--- src/iev_pkg.sv ---
// Purpose: Shared constants and types for the interrupt enable and vector unit
// Assumes: Special-function-register bus with 8-bit data and bit addressing
// Notes: Vector numbers index all per-source vectors; number 9 carries no source
package iev_pkg;

  // Register addresses
  localparam logic [7:0] IEV_ADDR_EXT_A = 8'h9b;
  localparam logic [7:0] IEV_ADDR_EXT_B = 8'h9c;
  localparam logic [7:0] IEV_ADDR_PRIMARY = 8'ha8;

  // Reset values
  localparam logic [7:0] IEV_RST_EXT_A = 8'h00;
  localparam logic [7:0] IEV_RST_EXT_B = 8'h00;
  localparam logic [7:0] IEV_RST_PRIMARY = 8'h00;

  // Writable bit masks, reserved bits read as zero
  localparam logic [7:0] IEV_MASK_EXT_A = 8'hbf;
  localparam logic [7:0] IEV_MASK_EXT_B = 8'h07;
  localparam logic [7:0] IEV_MASK_PRIMARY = 8'hff;

  // Field positions in the primary enable register
  localparam int IEV_BIT_GLOBAL = 7;
  localparam int IEV_BIT_CONV = 6;
  localparam int IEV_BIT_BROWNOUT = 5;
  localparam int IEV_BIT_SERIAL0 = 4;
  localparam int IEV_BIT_TIMER1 = 3;
  localparam int IEV_BIT_EXTPIN1 = 2;
  localparam int IEV_BIT_TIMER0 = 1;
  localparam int IEV_BIT_EXTPIN0 = 0;

  // Field positions in extended enable register A
  localparam int IEV_BIT_TIMER2_D = 7;
  localparam int IEV_BIT_TIMER2_C = 5;
  localparam int IEV_BIT_WATCHDOG = 4;
  localparam int IEV_BIT_TIMER2_B = 3;
  localparam int IEV_BIT_TIMER2_A = 2;
  localparam int IEV_BIT_PINCHANGE = 1;
  localparam int IEV_BIT_TWOWIRE = 0;

  // Field positions in extended enable register B
  localparam int IEV_BIT_WAKEUP = 2;
  localparam int IEV_BIT_TIMER3 = 1;
  localparam int IEV_BIT_SERIAL1 = 0;

  // Vector numbers
  localparam int IEV_NUM_VEC = 18;
  localparam logic [4:0] IEV_VEC_EXTPIN0 = 5'h00;
  localparam logic [4:0] IEV_VEC_TIMER0 = 5'h01;
  localparam logic [4:0] IEV_VEC_EXTPIN1 = 5'h02;
  localparam logic [4:0] IEV_VEC_UNUSED = 5'h09;

  // Vector address layout
  localparam logic [15:0] IEV_RESET_VECTOR = 16'h0000;
  localparam logic [15:0] IEV_VEC_BASE = 16'h0003;
  localparam int IEV_VEC_STRIDE_SHIFT = 3;

  // Sources in natural priority order, element 0 highest
  localparam int IEV_NUM_SRC = 17;
  localparam logic [16:0][4:0] IEV_NAT_ORDER = {
    5'h11, 5'h10, 5'h0f, 5'h0e, 5'h0d, 5'h0c, 5'h05, 5'h04, 5'h03,
    5'h07, 5'h02, 5'h0b, 5'h06, 5'h01, 5'h0a, 5'h08, 5'h00};

  // Register bus request
  typedef struct packed {
    logic wr;
    logic rd;
    logic [7:0] addr;
    logic [7:0] wdata;
    logic bit_wr;
    logic [7:0] bit_addr;
    logic bit_val;
  } iev_sfr_req_t;

  // Peripheral flag bundle
  typedef struct packed {
    logic [1:0] serial0;
    logic [1:0] serial1;
    logic twowire_status;
    logic twowire_timeout_flag;
    logic [7:0] pinchange_flag_reg;
    logic conv_done_flag;
    logic brownout_flag;
    logic watchdog_flag;
    logic timer0_overflow_flag;
    logic timer1_overflow_flag;
    logic timer3_overflow_flag;
    logic wakeup_timer_flag;
    logic [3:0] timer2_flags;
  } iev_flags_t;

  // Vector address for a vector number
  function automatic logic [15:0] iev_vec_addr(input logic [4:0] num);
    iev_vec_addr = IEV_VEC_BASE + ({11'h000, num} << IEV_VEC_STRIDE_SHIFT);
  endfunction : iev_vec_addr

endpackage : iev_pkg

--- src/iev_arbiter.sv ---
// Purpose: Picks the winning request by level, then by natural priority
// Assumes: Requests already gated by their enables
// Notes: Purely combinational
`timescale 1ns/1ps
module iev_arbiter
  import iev_pkg::*;
(
  // Requests and levels
  input wire logic [IEV_NUM_VEC-1:0] i_req,
  input wire logic [IEV_NUM_VEC-1:0] i_prio_high,
  input wire logic [IEV_NUM_VEC-1:0] i_prio_low,
  // Winner
  output logic o_valid,
  output logic [4:0] o_num,
  output logic [1:0] o_level
);

  logic [4:0] src;
  logic [1:0] lvl;

  // Scan from lowest natural priority, so later equal levels win ties
  always_comb
  begin
    o_valid = 1'b0;
    o_num = 5'h00;
    o_level = 2'h0;
    src = 5'h00;
    lvl = 2'h0;
    for (int k = IEV_NUM_SRC - 1; k >= 0; k--)
    begin
      src = IEV_NAT_ORDER[k];
      lvl = {i_prio_high[src], i_prio_low[src]};
      if (i_req[src] && (!o_valid || lvl >= o_level))
      begin
        o_valid = 1'b1;
        o_num = src;
        o_level = lvl;
      end
    end
  end

endmodule : iev_arbiter

--- src/iev_unit.sv ---
// Purpose: Interrupt enable registers, request gating, vector selection, service nesting
// Assumes: Core samples o_vector_valid and jumps; peripherals clear flags on o_service_ack
// Notes: Flags stay pending in the peripherals until cleared
`timescale 1ns/1ps
module iev_unit
  import iev_pkg::*;
(
  // Clock and reset
  input wire logic i_clk,
  input wire logic i_rst,
  // Register bus
  input wire iev_sfr_req_t i_sfr,
  output logic [7:0] o_sfr_rdata,
  output logic o_sfr_hit,
  // Peripheral flags and priority bits
  input wire iev_flags_t i_flags,
  input wire logic [IEV_NUM_VEC-1:0] i_prio_high,
  input wire logic [IEV_NUM_VEC-1:0] i_prio_low,
  // External interrupt pins
  input wire logic [1:0] i_extpin_n,
  input wire logic [1:0] i_extpin_edge_select,
  input wire logic [1:0] i_extpin_flag_sw_we,
  input wire logic [1:0] i_extpin_flag_sw_val,
  output logic [1:0] o_extpin_request_flag,
  // Core handshake
  input wire logic i_insn_boundary,
  input wire logic i_return_from_service,
  output logic o_vector_valid,
  output logic [15:0] o_vector_addr,
  output logic [4:0] o_vector_num,
  output logic [IEV_NUM_VEC-1:0] o_service_ack,
  output logic [3:0] o_in_service
);

  // Register file state
  logic [7:0] primary_enable_q, primary_enable_d;
  logic [7:0] extended_enable_a_q, extended_enable_a_d;
  logic [7:0] extended_enable_b_q, extended_enable_b_d;
  logic [7:0] rdata_d;
  logic hit_d;

  // Extpin state
  logic [1:0] pin_s1_q, pin_s2_q, pin_s3_q;
  logic [1:0] ext_flag_q, ext_flag_d;

  // Request and service state
  logic [IEV_NUM_VEC-1:0] flag_raw, allow, req_q, req_d;
  logic [3:0] isr_q, isr_d;
  logic vv_q, vv_d;
  logic [15:0] va_q, va_d;
  logic [4:0] vn_q, vn_d;
  logic [IEV_NUM_VEC-1:0] ack_q, ack_d;
  logic win_valid;
  logic [4:0] win_num;
  logic [1:0] win_level;
  logic [1:0] cur_level;
  logic take;

  // Register read decode, reserved bits read zero
  function automatic logic [7:0] read_reg(input logic [7:0] addr, input logic [7:0] pe,
                                          input logic [7:0] ea, input logic [7:0] eb);
    case (addr)
      IEV_ADDR_PRIMARY: read_reg = pe;
      IEV_ADDR_EXT_A: read_reg = ea & IEV_MASK_EXT_A;
      IEV_ADDR_EXT_B: read_reg = eb & IEV_MASK_EXT_B;
      default: read_reg = 8'h00;
    endcase
  endfunction : read_reg

  // Register writes, byte and bit forms
  always_comb
  begin
    primary_enable_d = primary_enable_q;
    extended_enable_a_d = extended_enable_a_q;
    extended_enable_b_d = extended_enable_b_q;
    if (i_sfr.wr)
    begin
      if (i_sfr.addr == IEV_ADDR_PRIMARY)
        primary_enable_d = i_sfr.wdata & IEV_MASK_PRIMARY;
      if (i_sfr.addr == IEV_ADDR_EXT_A)
        extended_enable_a_d = i_sfr.wdata & IEV_MASK_EXT_A;
      if (i_sfr.addr == IEV_ADDR_EXT_B)
        extended_enable_b_d = i_sfr.wdata & IEV_MASK_EXT_B;
    end
    if (i_sfr.bit_wr && i_sfr.bit_addr[7:3] == IEV_ADDR_PRIMARY[7:3])
      primary_enable_d[i_sfr.bit_addr[2:0]] = i_sfr.bit_val;
    rdata_d = i_sfr.rd ? read_reg(i_sfr.addr, primary_enable_q, extended_enable_a_q,
                                  extended_enable_b_q) : o_sfr_rdata;
    hit_d = i_sfr.rd && (i_sfr.addr == IEV_ADDR_PRIMARY || i_sfr.addr == IEV_ADDR_EXT_A ||
                         i_sfr.addr == IEV_ADDR_EXT_B);
  end

  always_ff @(posedge i_clk or posedge i_rst)
  begin
    if (i_rst)
    begin
      primary_enable_q <= IEV_RST_PRIMARY;
      extended_enable_a_q <= IEV_RST_EXT_A;
      extended_enable_b_q <= IEV_RST_EXT_B;
      o_sfr_rdata <= 8'h00;
      o_sfr_hit <= 1'b0;
    end
    else
    begin
      primary_enable_q <= primary_enable_d;
      extended_enable_a_q <= extended_enable_a_d;
      extended_enable_b_q <= extended_enable_b_d;
      o_sfr_rdata <= rdata_d;
      o_sfr_hit <= hit_d;
    end
  end

  // External pin flags: falling edge sets in edge mode, inverse pin in level mode
  always_comb
  begin
    ext_flag_d = ext_flag_q;
    for (int p = 0; p < 2; p++)
    begin
      if (!i_extpin_edge_select[p])
        ext_flag_d[p] = ~pin_s2_q[p];
      else
      begin
        if (i_extpin_flag_sw_we[p])
          ext_flag_d[p] = i_extpin_flag_sw_val[p];
        if (take && win_num == (p == 0 ? IEV_VEC_EXTPIN0 : IEV_VEC_EXTPIN1))
          ext_flag_d[p] = 1'b0;
        if (pin_s3_q[p] && !pin_s2_q[p])
          ext_flag_d[p] = 1'b1;
      end
    end
  end

  always_ff @(posedge i_clk or posedge i_rst)
  begin
    if (i_rst)
    begin
      pin_s1_q <= 2'h3;
      pin_s2_q <= 2'h3;
      pin_s3_q <= 2'h3;
      ext_flag_q <= 2'h0;
      o_extpin_request_flag <= 2'h0;
    end
    else
    begin
      pin_s1_q <= i_extpin_n;
      pin_s2_q <= pin_s1_q;
      pin_s3_q <= pin_s2_q;
      ext_flag_q <= ext_flag_d;
      o_extpin_request_flag <= ext_flag_d;
    end
  end

  // Source flags by vector number
  always_comb
  begin
    flag_raw = '0;
    flag_raw[0] = ext_flag_q[0];
    flag_raw[1] = i_flags.timer0_overflow_flag;
    flag_raw[2] = ext_flag_q[1];
    flag_raw[3] = i_flags.timer1_overflow_flag;
    flag_raw[4] = |i_flags.serial0;
    flag_raw[5] = i_flags.timer2_flags[0];
    flag_raw[6] = i_flags.twowire_status | i_flags.twowire_timeout_flag;
    flag_raw[7] = |i_flags.pinchange_flag_reg;
    flag_raw[8] = i_flags.brownout_flag;
    flag_raw[10] = i_flags.watchdog_flag;
    flag_raw[11] = i_flags.conv_done_flag;
    flag_raw[12] = i_flags.timer2_flags[1];
    flag_raw[13] = i_flags.timer2_flags[2];
    flag_raw[14] = i_flags.timer2_flags[3];
    flag_raw[15] = |i_flags.serial1;
    flag_raw[16] = i_flags.timer3_overflow_flag;
    flag_raw[17] = i_flags.wakeup_timer_flag;
  end

  // Individual enables by vector number
  always_comb
  begin
    allow = '0;
    allow[0] = primary_enable_q[IEV_BIT_EXTPIN0];
    allow[1] = primary_enable_q[IEV_BIT_TIMER0];
    allow[2] = primary_enable_q[IEV_BIT_EXTPIN1];
    allow[3] = primary_enable_q[IEV_BIT_TIMER1];
    allow[4] = primary_enable_q[IEV_BIT_SERIAL0];
    allow[5] = extended_enable_a_q[IEV_BIT_TIMER2_A];
    allow[6] = extended_enable_a_q[IEV_BIT_TWOWIRE];
    allow[7] = extended_enable_a_q[IEV_BIT_PINCHANGE];
    allow[8] = primary_enable_q[IEV_BIT_BROWNOUT];
    allow[10] = extended_enable_a_q[IEV_BIT_WATCHDOG];
    allow[11] = primary_enable_q[IEV_BIT_CONV];
    allow[12] = extended_enable_a_q[IEV_BIT_TIMER2_B];
    allow[13] = extended_enable_a_q[IEV_BIT_TIMER2_C];
    allow[14] = extended_enable_a_q[IEV_BIT_TIMER2_D];
    allow[15] = extended_enable_b_q[IEV_BIT_SERIAL1];
    allow[16] = extended_enable_b_q[IEV_BIT_TIMER3];
    allow[17] = extended_enable_b_q[IEV_BIT_WAKEUP];
  end

  // Registered requests; flags stay pending in the peripherals meanwhile
  assign req_d = flag_raw & allow;

  iev_arbiter u_arb (
    .i_req(req_q),
    .i_prio_high(i_prio_high),
    .i_prio_low(i_prio_low),
    .o_valid(win_valid),
    .o_num(win_num),
    .o_level(win_level)
  );

  // Highest level currently in service
  always_comb
  begin
    cur_level = 2'h0;
    for (int l = 0; l < 4; l++)
      if (isr_q[l])
        cur_level = 2'(l);
  end

  // Take only at a boundary, globally enabled, not on a return cycle
  assign take = i_insn_boundary && !i_return_from_service && win_valid
                && primary_enable_q[IEV_BIT_GLOBAL]
                && (isr_q == 4'h0 || win_level > cur_level);

  always_comb
  begin
    isr_d = isr_q;
    if (i_return_from_service && isr_q != 4'h0)
      isr_d[cur_level] = 1'b0;
    else if (take)
      isr_d[win_level] = 1'b1;
    vv_d = take;
    va_d = take ? iev_vec_addr(win_num) : va_q;
    vn_d = take ? win_num : vn_q;
    ack_d = '0;
    if (take)
      ack_d[win_num] = 1'b1;
  end

  always_ff @(posedge i_clk or posedge i_rst)
  begin
    if (i_rst)
    begin
      req_q <= '0;
      isr_q <= 4'h0;
      vv_q <= 1'b0;
      va_q <= IEV_RESET_VECTOR;
      vn_q <= 5'h00;
      ack_q <= '0;
    end
    else
    begin
      req_q <= req_d;
      isr_q <= isr_d;
      vv_q <= vv_d;
      va_q <= va_d;
      vn_q <= vn_d;
      ack_q <= ack_d;
    end
  end

  assign o_vector_valid = vv_q;
  assign o_vector_addr = va_q;
  assign o_vector_num = vn_q;
  assign o_service_ack = ack_q;
  assign o_in_service = isr_q;
endmodule : iev_unit

--- config.mk ---
export PLATFORM = sky130hd
export DESIGN_NAME = iev_unit
export DESIGN_NICKNAME = d
export VERILOG_FILES = /design/src/iev_pkg.sv /design/src/iev_arbiter.sv /design/src/iev_unit.sv
export SDC_FILE = /design/constraint.sdc
export NUM_CORES = 1
export LEC_CHECK = 0
export ABC_AREA = 1
export BUFFER_PORTS_ARGS = -buffer_cell sky130_fd_sc_hd__buf_2
export CORE_ASPECT_RATIO = 0.75
export CORE_MARGIN = 2
export CORE_UTILIZATION = 35
export CTS_BUF_LIST = sky130_fd_sc_hd__clkbuf_4
export CTS_CLUSTER_DIAMETER = 100
export DETAILED_ROUTE_END_ITERATION = 16
export HOLD_SLACK_MARGIN = 0.02
export PLACE_DENSITY = 0.65
export SLEW_MARGIN = 20
export SYNTH_ARGS = -nofsm -noshare
export SYNTH_HDL_FRONTEND = slang
export SYNTH_SLANG_ARGS = --single-unit
--- constraint.sdc ---
create_clock -name i_clk -period 13.74 [get_ports i_clk]
set_clock_uncertainty 0.15 [all_clocks]
set_input_delay 2.748 -clock i_clk [delete_from_list [all_inputs] [get_ports i_clk]]
set_output_delay 2.748 -clock i_clk [all_outputs]
set_load 0.02 [all_outputs]
==> results of run 1 <==
-- power by group --
group	total (mW)	internal, mW	switching (mW)
Combinational	0.349	0.167	0.182
Sequential	0.275	0.258	0.0177
Clock	0.142	0.0607	0.0812
Total	0.767	0.486	0.281
-- sequential cells by signal, indices dropped and copies added (netlist names) --
name and cells:
o_sfr_rdata 8, req_q 17, primary_enable_q 8, o_vector_num 5
pin_s3_q 2, o_vector_valid 1, pin_s2_q 2, o_vector_addr 1
o_service_ack 18, pin_s1_q 2, o_sfr_hit 1, ext_flag_q 2
extended_enable_a_q 7, o_in_service 4, extended_enable_b_q 3
-- final cells by class --
| class | instances | area [um^2] |
|---|---|---|
| clock buffers | 12 | 90.1 |
| inverters | 129 | 493 |
| flip-flops and latches | 81 | 2030 |
| well taps | 200 | 250 |
| fillers | 1362 | 6570 |
| clock inverters | 4 | 45.0 |
| multi-input cells | 473 | 3030 |
| repair buffers | 291 | 1890 |
-- cell families (layout without fill, tap and decap cells) --
family / Yosys count / after routing / share of synthesized area
AOI/OAI and AO/OA: 93 / 93 / 0.0983
adders and majority gates: 25 / 25 / 0.0607
buffers and inverters: 149 / 436 / 0.119
DFF: 81 / 81 / 0.395
other: 1 / 10 / 0.000727
and+or+nand+nor: 345 / 345 / 0.326
-- worst min-delay path by stage --
stage                           from                    end  slack [ps]  depth (start not counted)
6_report       pin_s1_q[0]$_DFF_PP1_  pin_s2_q[0]$_DFF_PP1_         220                          0
5_1_grt        pin_s1_q[0]$_DFF_PP1_  pin_s2_q[0]$_DFF_PP1_         220                          0
4_1_cts        pin_s1_q[0]$_DFF_PP1_  pin_s2_q[0]$_DFF_PP1_         220                          0
3_5_place_dp   pin_s1_q[0]$_DFF_PP1_  pin_s2_q[0]$_DFF_PP1_         200                          0
3_3_place_gp   pin_s1_q[1]$_DFF_PP1_  pin_s2_q[1]$_DFF_PP1_         200                          0
2_1_floorplan  pin_s1_q[0]$_DFF_PP1_  pin_s2_q[0]$_DFF_PP1_         200                          0
-- metrics by stage --
stage | total power [mW] | std cells | util
after floorplan | 0.450 | 703 | -
after global placement | 0.530 | 1089 | 0.459
after detailed placement | 0.535 | 1089 | 0.459
after global routing | 0.820 | 1190 | 0.544
final | 0.767 | 1190 | 0.544
after CTS | 0.740 | 1177 | 0.520
-- routing by layer --
metal | part of all wire | routed length [um] | vias to the layer above | GRT usage
met1 | 0.47 | 7000 | 2454 | 0.259
met4 | 0.011 | 163 | 0 | 0.0388
li1 | - | - | 2757 | -
met5 | 0 | 0 | - | 0
met3 | 0.050 | 754 | 18 | 0.0400
met2 | 0.47 | 7130 | 128 | 0.328
-- cell usage in the layout, fill, tap and decap left out, types with 3 or more instances in the layout --
master    netlist  layout
o22ai_1         4       4
ha_4            0       5
nand3_1        47      37
nand2_4        11      19
nand3_2        14      19
nor2_1         58      38
o21ai_1         3      13
buf_4          15     131
o21ai_2         2      18
nor4_1          5       5
inv_1         127     113
inv_4           0       3
nand3b_1        6       6
a21oi_1        20       9
nand2_2        24      53
inv_2           0      11
nand2_1       159     122
o21ai_0        54      27
ha_1           25      20
nor2_4          1       7
dfstp_2         6       6
buf_2           0     143
nor2_2          4      18
clkbuf_4        0      12
buf_6           0      16
conb_1          1      10
nor3_1          5       5
clkinv_1        2       3
or2_4           2       3
dfrtp_1        75      75
nand3_4         0       5
a21oi_2         0      11
-- repair_timing --
| item | in CTS | in global routing |
|---|---|---|
| setup buffers | 74 | 23 |
| resized for setup | 60 | 68 |
| setup endpoints to repair | 30 | 30 |
| pin swaps | 44 | 61 |
==> impl_metrics.toml, run 1 <==
[status]
outcome = "finished, violations left"
violations = "setup timing"

[drt]
postRouteAntennaNets = 0
drt_iter0_markers = 270
first_pass_iters = 4
drc = 0
wl_mm = 15.1
vias_per_cell = 4.50
wl_per_cell_um = 12.6
num_vias = 5357

[timing]
slew_violations = 0
relSlewSlack = 0.494
finalSetupViolCount = 30
tightest_slew_ps = 759
hold_viol = 0
fin_ws_ps = -2700
rsz0062_at_grt = "yes"
hold_ws_ps = 216
clock.fmax_ghz = 0.0608
tns_ps = -78200
fin_crit_ps = 16440
fin_crit_sh = 1.20

[final_layout]
syn2layout_area_growth_pct = 51.9
post-route-cell-area_um2 = 7830
final_nets = 1111
layout-drive-gt1-share = 0.494
antenna_cells = 0

[setup_path]
reg2reg_to = "ext_flag_q[1]$_DFFE_PP0P_"
rr_worst_depth = 132
critical_path_arrival_ps = 16620
critical_path_class = "in -> reg"
critPathRequiredTime_ps = 13920
critPathCapture = "ext_flag_q[1]$_DFFE_PP0P_"
slowest_stage = "ha_1"
cpPeakStageDelay_ps = 290
cp_num_buf_inv = 25
critPathCaptureType = "flip-flop"
cp.depth = 133
crit_path_start_kind = "primary input"
crit_family = "simple AND/OR/NAND/NOR gates"
crit_start = "i_prio_low[17]"
critPathMaxFanout = 6
r2r_start = "req_q[17]$_DFF_PP0_"
rrSetupSlack_ps = -780
path_common_cell = "nand2_2"

[pwr]
ir_drop_v = 0.0000431
cellPowerDensity_nw_per_um2 = 97.9
power_leakage_nw = 4.47

[synth]
synth_flop_cell = "dfrtp_1"
synth_area_um2 = 5150
yosysMostFrequentCell = "nand2_1"
yosys.cell_types.count = 39
synth_common_cells = "nand2_1, inv_1, dfrtp_1"
synth_area_leader_cell = "dfrtp_1"
avgSynthCellArea_um2 = 7.43
yosysWarnings = 0
ys_ff_latch = 81
syn_inst = 694
synthArstFlopShare = 1.00
synth-edff-count = 0
yosys-top-cells-area = "dfrtp_1, nand2_1, inv_1, ha_1, o21ai_0"
synth_top_area_frac = 0.364
ys_seq_area_frac = 0.395

[placement]
io_buffers = 144
place_ws_ps = -3220
dpl-instance-area_um2 = 6610
place_congestion = 0.872
dp_hpwl_mm = 10.8

[clock_network]
cts_buffer_depth = 2
cts_made_buffers = 9
h-tree-depth = 3
cts_sinks = 81
insertion_delay_ps = 430
cts_hold_buf = 0
cts_tree = "built"
clk_transition_reported_paths_ps = 130
root_buffer = "clkbuf_4"

[floorplanning]
num_rows = 38
io_pins = 156
die_x_um = 144
die_y_um = 109
die_area_um2 = 15700
core_area_um2 = 14400
start_util = 0.358

[global_route]
grtUsageTotal = 0.194
grt_pass1_vias = 5047
grt_pass1_wl_mm = 23.8
grt_max_degree = 82
antenna_found_initial = 0
grt_overflow = 0

[hold_path]
worstHoldPathType = "reg -> reg"

[job]
max_cap_violations = 0
(Power assumes the default switching activity.)
==> inputs of run 2 (changes only) <==
==> constraint.sdc (replaced) <==
create_clock -name i_clk -period 14.8 [get_ports i_clk]
set_clock_uncertainty 0.15 [all_clocks]
set_input_delay 2.96 -clock i_clk [delete_from_list [all_inputs] [get_ports i_clk]]
set_output_delay 2.96 -clock i_clk [all_outputs]
set_load 0.02 [all_outputs]
==> impl_metrics.toml, run 2 (synthesized netlist as in run 1, its figures left out) <==
[status]
outcome = "finished, violations left"
violations = "setup timing"

[timing]
hold_viol = 0
slew_violations = 0
relSlewSlack = 0.505
tns_ps = -59200
fin_ws_ps = -2110
fin_crit_sh = 1.14
finalSetupViolCount = 30
fin_crit_ps = 16910
rsz0062_at_grt = "yes"
tightest_slew_ps = 742
clock.fmax_ghz = 0.0591

[floorplanning]
io_pins = 156
start_util = 0.358
die_area_um2 = 15700
die_x_um = 144
die_y_um = 109
num_rows = 38
core_area_um2 = 14400

[placement]
io_buffers = 144
dpl-instance-area_um2 = 6560
dp_hpwl_mm = 10.7
place_congestion = 0.865
place_ws_ps = -2590

[setup_path]
cpPeakStageDelay_ps = 300
slowest_stage = "ha_1"
reg2reg_to = "ext_flag_q[1]$_DFFE_PP0P_"
cp_num_buf_inv = 15
rr_worst_depth = 130
cp.depth = 131
crit_family = "simple AND/OR/NAND/NOR gates"
path_common_cell = "nand2_2"
critPathMaxFanout = 6
r2r_start = "req_q[17]$_DFF_PP0_"
crit_path_start_kind = "primary input"
rrSetupSlack_ps = -10
critical_path_class = "in -> reg"
critical_path_arrival_ps = 17080
critPathRequiredTime_ps = 14970
crit_start = "i_prio_low[17]"
critPathCaptureType = "flip-flop"
critPathCapture = "ext_flag_q[1]$_DFFE_PP0P_"

[pwr]
pwr-share-seq = 0.376
switching_power_uw = 266
pwr-share-comb = 0.461
power_leakage_nw = 4.39
internal_power_uw = 416
clock_power_share = 0.163
ir_drop_v = 0.0000377
switching_share = 0.390
cellPowerDensity_nw_per_um2 = 88.0

[final_layout]
mostFrequentLayoutCells = "buf_2, nand2_1, buf_4, inv_1, dfrtp_1"
fillers = 1407
multiInputGateArea_um2 = 3110
largest_reg_flops = 18
antenna_cells = 0
post-route-cell-area_um2 = 7750
layout-drive-gt1-share = 0.484
layout_commonest_cell = "buf_2"
fin_util = 0.538
final_nets = 1095
regArea_um2 = 2030
syn2layout_area_growth_pct = 50.3

[global_route]
use_met2 = 0.307
use_met1 = 0.267
grt_max_degree = 82
grt.met3_usage = 0.0400
grt_pass1_vias = 5012
grt_pass1_wl_mm = 23.5
antenna_found_initial = 0
grtUsageTotal = 0.191
grt_busiest_layer = "met2"
grt_overflow = 0

[clock_network]
h-tree-depth = 3
cts_made_buffers = 9
root_buffer = "clkbuf_4"
clk_transition_reported_paths_ps = 140
cts_tree = "built"
cts_buffer_depth = 2
cts_sinks = 81
insertion_delay_ps = 430
cts_hold_buf = 0

[hold_path]
worstHoldPathType = "reg -> reg"
hold_depth = 0
hp-start = "pin_s1_q[0]$_DFF_PP1_"

[drt]
wl_per_cell_um = 12.9
wl_mm = 15.2
vias_per_cell = 4.53
postRouteAntennaNets = 0
drt_iter0_markers = 248
first_pass_iters = 4
num_vias = 5323
drc = 0

[job]
max_cap_violations = 0
## run 2: changes by cell type in the layout (fill, tap and decap cells not counted), sizes merged
cell,delta
buf,-16
clkinv,+4
clkbuf,-3
bufinv,-1
## run 2: through the flow
step / hold slack [ps] / total power [mW] / std cells
after floorplan: 195 / 0.418 / 703
after global placement: 197 / 0.490 / 1082
after detailed placement: 199 / 0.495 / 1082
after CTS: 219 / 0.645 / 1155
after global routing: 223 / 0.734 / 1174
final: 217 / 0.682 / 1174
## run 2: layer usage
layer	vias to the layer above	share of wire
li1	2719	-
met1	2446	0.46
met2	132	0.47
met3	26	0.056
met4	0	0.018
met5	-	0
## run 2: timing repair
item / 4_1_cts / 5_1_grt
endpoints found under the setup margin: 30 / 30
resized for setup: 60 / 66
pin swaps: 80 / 94
setup buffers: 56 / 21
gates cloned: 1 / 0
## run 2: area by class of cell
cell class | instances | area share
flip-flops and latches | 81 | 0.263
clock buffers | 9 | 0.00872
clock inverters | 7 | 0.00484
inverters | 129 | 0.0640
well taps | 200 | 0.0323
repair buffers | 275 | 0.226
multi-input cells | 473 | 0.401
## run 2: power groups by stage
stage / Sequential, mW / Clock, mW / Combinational (mW)
4_1_cts: 0.256 / 0.116 / 0.273
2_1_floorplan: 0.265 / 0 / 0.153
6_report: 0.256 / 0.111 / 0.315
3_3_place_gp: 0.259 / 0 / 0.231
3_5_place_dp: 0.259 / 0 / 0.235
5_1_grt: 0.259 / 0.127 / 0.349
## run 2: worst min path at each step
stage                            end
2_1_floorplan  pin_s2_q[0]$_DFF_PP1_
3_3_place_gp   pin_s2_q[0]$_DFF_PP1_
3_5_place_dp   pin_s2_q[0]$_DFF_PP1_
4_1_cts        pin_s2_q[0]$_DFF_PP1_
5_1_grt        pin_s2_q[0]$_DFF_PP1_
6_report       pin_s2_q[0]$_DFF_PP1_
==> inputs of run 3 (changes only) <==
--- a/config.mk
+++ b/config.mk
@@ -7,14 +7,15 @@
 export LEC_CHECK = 0
 export ABC_AREA = 1
 export BUFFER_PORTS_ARGS = -buffer_cell sky130_fd_sc_hd__buf_2
-export CORE_ASPECT_RATIO = 0.75
+export CORE_ASPECT_RATIO = 1.1
 export CORE_MARGIN = 2
-export CORE_UTILIZATION = 35
+export CORE_UTILIZATION = 49
 export CTS_BUF_LIST = sky130_fd_sc_hd__clkbuf_4
 export CTS_CLUSTER_DIAMETER = 100
 export DETAILED_ROUTE_END_ITERATION = 16
+export GPL_TIMING_DRIVEN = 0
 export HOLD_SLACK_MARGIN = 0.02
-export PLACE_DENSITY = 0.65
+export PLACE_DENSITY = 0.85
 export SLEW_MARGIN = 20
 export SYNTH_ARGS = -nofsm -noshare
 export SYNTH_HDL_FRONTEND = slang
==> impl_metrics.toml, run 3 (synthesized netlist as in run 1, its figures left out) <==
[placement]
place_congestion = 0.894
placedCellCount = 990
dpl-instance-area_um2 = 6230
place_ws_ps = -3270
io_buffers = 143
dp_hpwl_mm = 9.45

[pwr]
clock_power_share = 0.189
pwr-share-comb = 0.461
switching_power_uw = 289
pwr-share-seq = 0.350
total_power_uw = 735
ir_drop_v = 0.0000523
power_leakage_nw = 4.42
switching_share = 0.393
internal_power_uw = 446
cellPowerDensity_nw_per_um2 = 95.1

[status]
violations = "setup timing"
outcome = "finished, violations left"

[drt]
drt_iter0_markers = 377
wl_per_cell_um = 14.8
first_pass_iters = 5
drc = 0
vias_per_cell = 5.10
num_vias = 5697
postRouteAntennaNets = 0
wl_mm = 16.5

[hold_path]
worstHoldPathType = "reg -> reg"
hp-start = "pin_s1_q[1]$_DFF_PP1_"
hold_depth = 0
hold_path_end = "pin_s2_q[1]$_DFF_PP1_"

[final_layout]
layout-drive-gt1-share = 0.491
final_nets = 1092
mostFrequentLayoutCells = "buf_2, nand2_1, buf_4, inv_1, dfrtp_1"
syn2layout_area_growth_pct = 49.9
layout.cells.non_filler = 1116
layout_commonest_cell = "buf_2"
largest_reg_flops = 18
fin_util = 0.750
fillers = 699
post-route-cell-area_um2 = 7720

[timing]
fin_crit_ps = 17310
finalSetupViolCount = 30
tns_ps = -69530
rsz0062_at_grt = "yes"
clock.fmax_ghz = 0.0578
fin_crit_sh = 1.17
hold_ws_ps = 215
slew_violations = 0
hold_viol = 0
fin_ws_ps = -2510

[setup_path]
critPathCaptureType = "flip-flop"
rr_worst_depth = 128
critical_path_arrival_ps = 17580
path_common_cell = "nand2_2"
critical_path_class = "in -> reg"
cpPeakStageDelay_ps = 300
slowest_stage = "ha_1"
critPathRequiredTime_ps = 15070
r2r_start = "req_q[17]$_DFF_PP0_"
rrSetupSlack_ps = -500
reg2reg_to = "ext_flag_q[0]$_DFFE_PP0P_"
critPathMaxFanout = 6
crit_path_start_kind = "primary input"
crit_start = "i_prio_high[17]"

[clock_network]
cts_made_buffers = 9
cts_sinks = 81
insertion_delay_ps = 470
clk_transition_reported_paths_ps = 160
root_buffer = "clkbuf_4"
cts_buffer_depth = 2
h-tree-depth = 3
cts_hold_buf = 0
cts_tree = "built"

[floorplanning]
num_rows = 39
die_y_um = 112
core_area_um2 = 10300
die_area_um2 = 11400
io_pins = 156
start_util = 0.501
die_x_um = 102

[global_route]
grt_pass1_wl_mm = 23.8
use_met2 = 0.432
grt_pass1_vias = 5413
use_met1 = 0.304
antenna_found_initial = 1
grt_max_degree = 48
grt.met3_usage = 0.0502
grtUsageTotal = 0.265
grt_overflow = 0
grt_busiest_layer = "met2"

[job]
max_cap_violations = 0
==> run 3: metal layers <==
metal,wire length [um],vias up
met3,897,86
li1,-,2720
met4,1060,0
met2,8310,241
met1,6220,2650
met5,0,-
==> run 3: timing repair <==
item,CTS,global route
setup buffers,83,25
gates resized for setup,62,69
setup endpoints to repair,30,30
pin swaps,75,95
endpoints found under the hold margin,0,0
==> run 3: power by group through the flow <==
stage / combinational, mW / sequential, mW / clock, mW
floorplan: 0.153 / 0.265 / 0
global placement: 0.210 / 0.258 / 0
detailed placement: 0.217 / 0.258 / 0
CTS: 0.282 / 0.255 / 0.139
global route: 0.366 / 0.259 / 0.151
finish: 0.339 / 0.258 / 0.139
==> run 3: area by class of cell <==
cell class              count  area (um^2)  share of cell area
flip-flops and latches     81         2030               0.263
diodes                      2         5.00            0.000648
inverters                 129          494              0.0640
well taps                 143          179              0.0232
plain buffers              20          141              0.0183
multi-input cells         473         3140               0.407
clock inverters             7         77.6              0.0100
clock buffers               9         67.6             0.00875
repair buffers            252         1580               0.205
==> run 3: critical path, delay by kind of cell <==
family	cells	cell delay (ps)
adders and majority gates	17	4390
AOI/OAI and AO/OA	29	2390
buffers and inverters	13	900
and+or+nand+nor	70	6880
==> run 3: worst max path at each step <==
stage / endpoint / slack, ps / depth (start not counted)
after floorplan: ext_flag_q[1]$_DFFE_PP0P_ / -1710 / 135
after global placement: ext_flag_q[1]$_DFFE_PP0P_ / -2970 / 136
after detailed placement: ext_flag_q[1]$_DFFE_PP0P_ / -3270 / 135
after CTS: ext_flag_q[1]$_DFFE_PP0P_ / -1660 / 135
after global routing: ext_flag_q[0]$_DFFE_PP0P_ / -3480 / 134
final: ext_flag_q[0]$_DFFE_PP0P_ / -2510 / 129
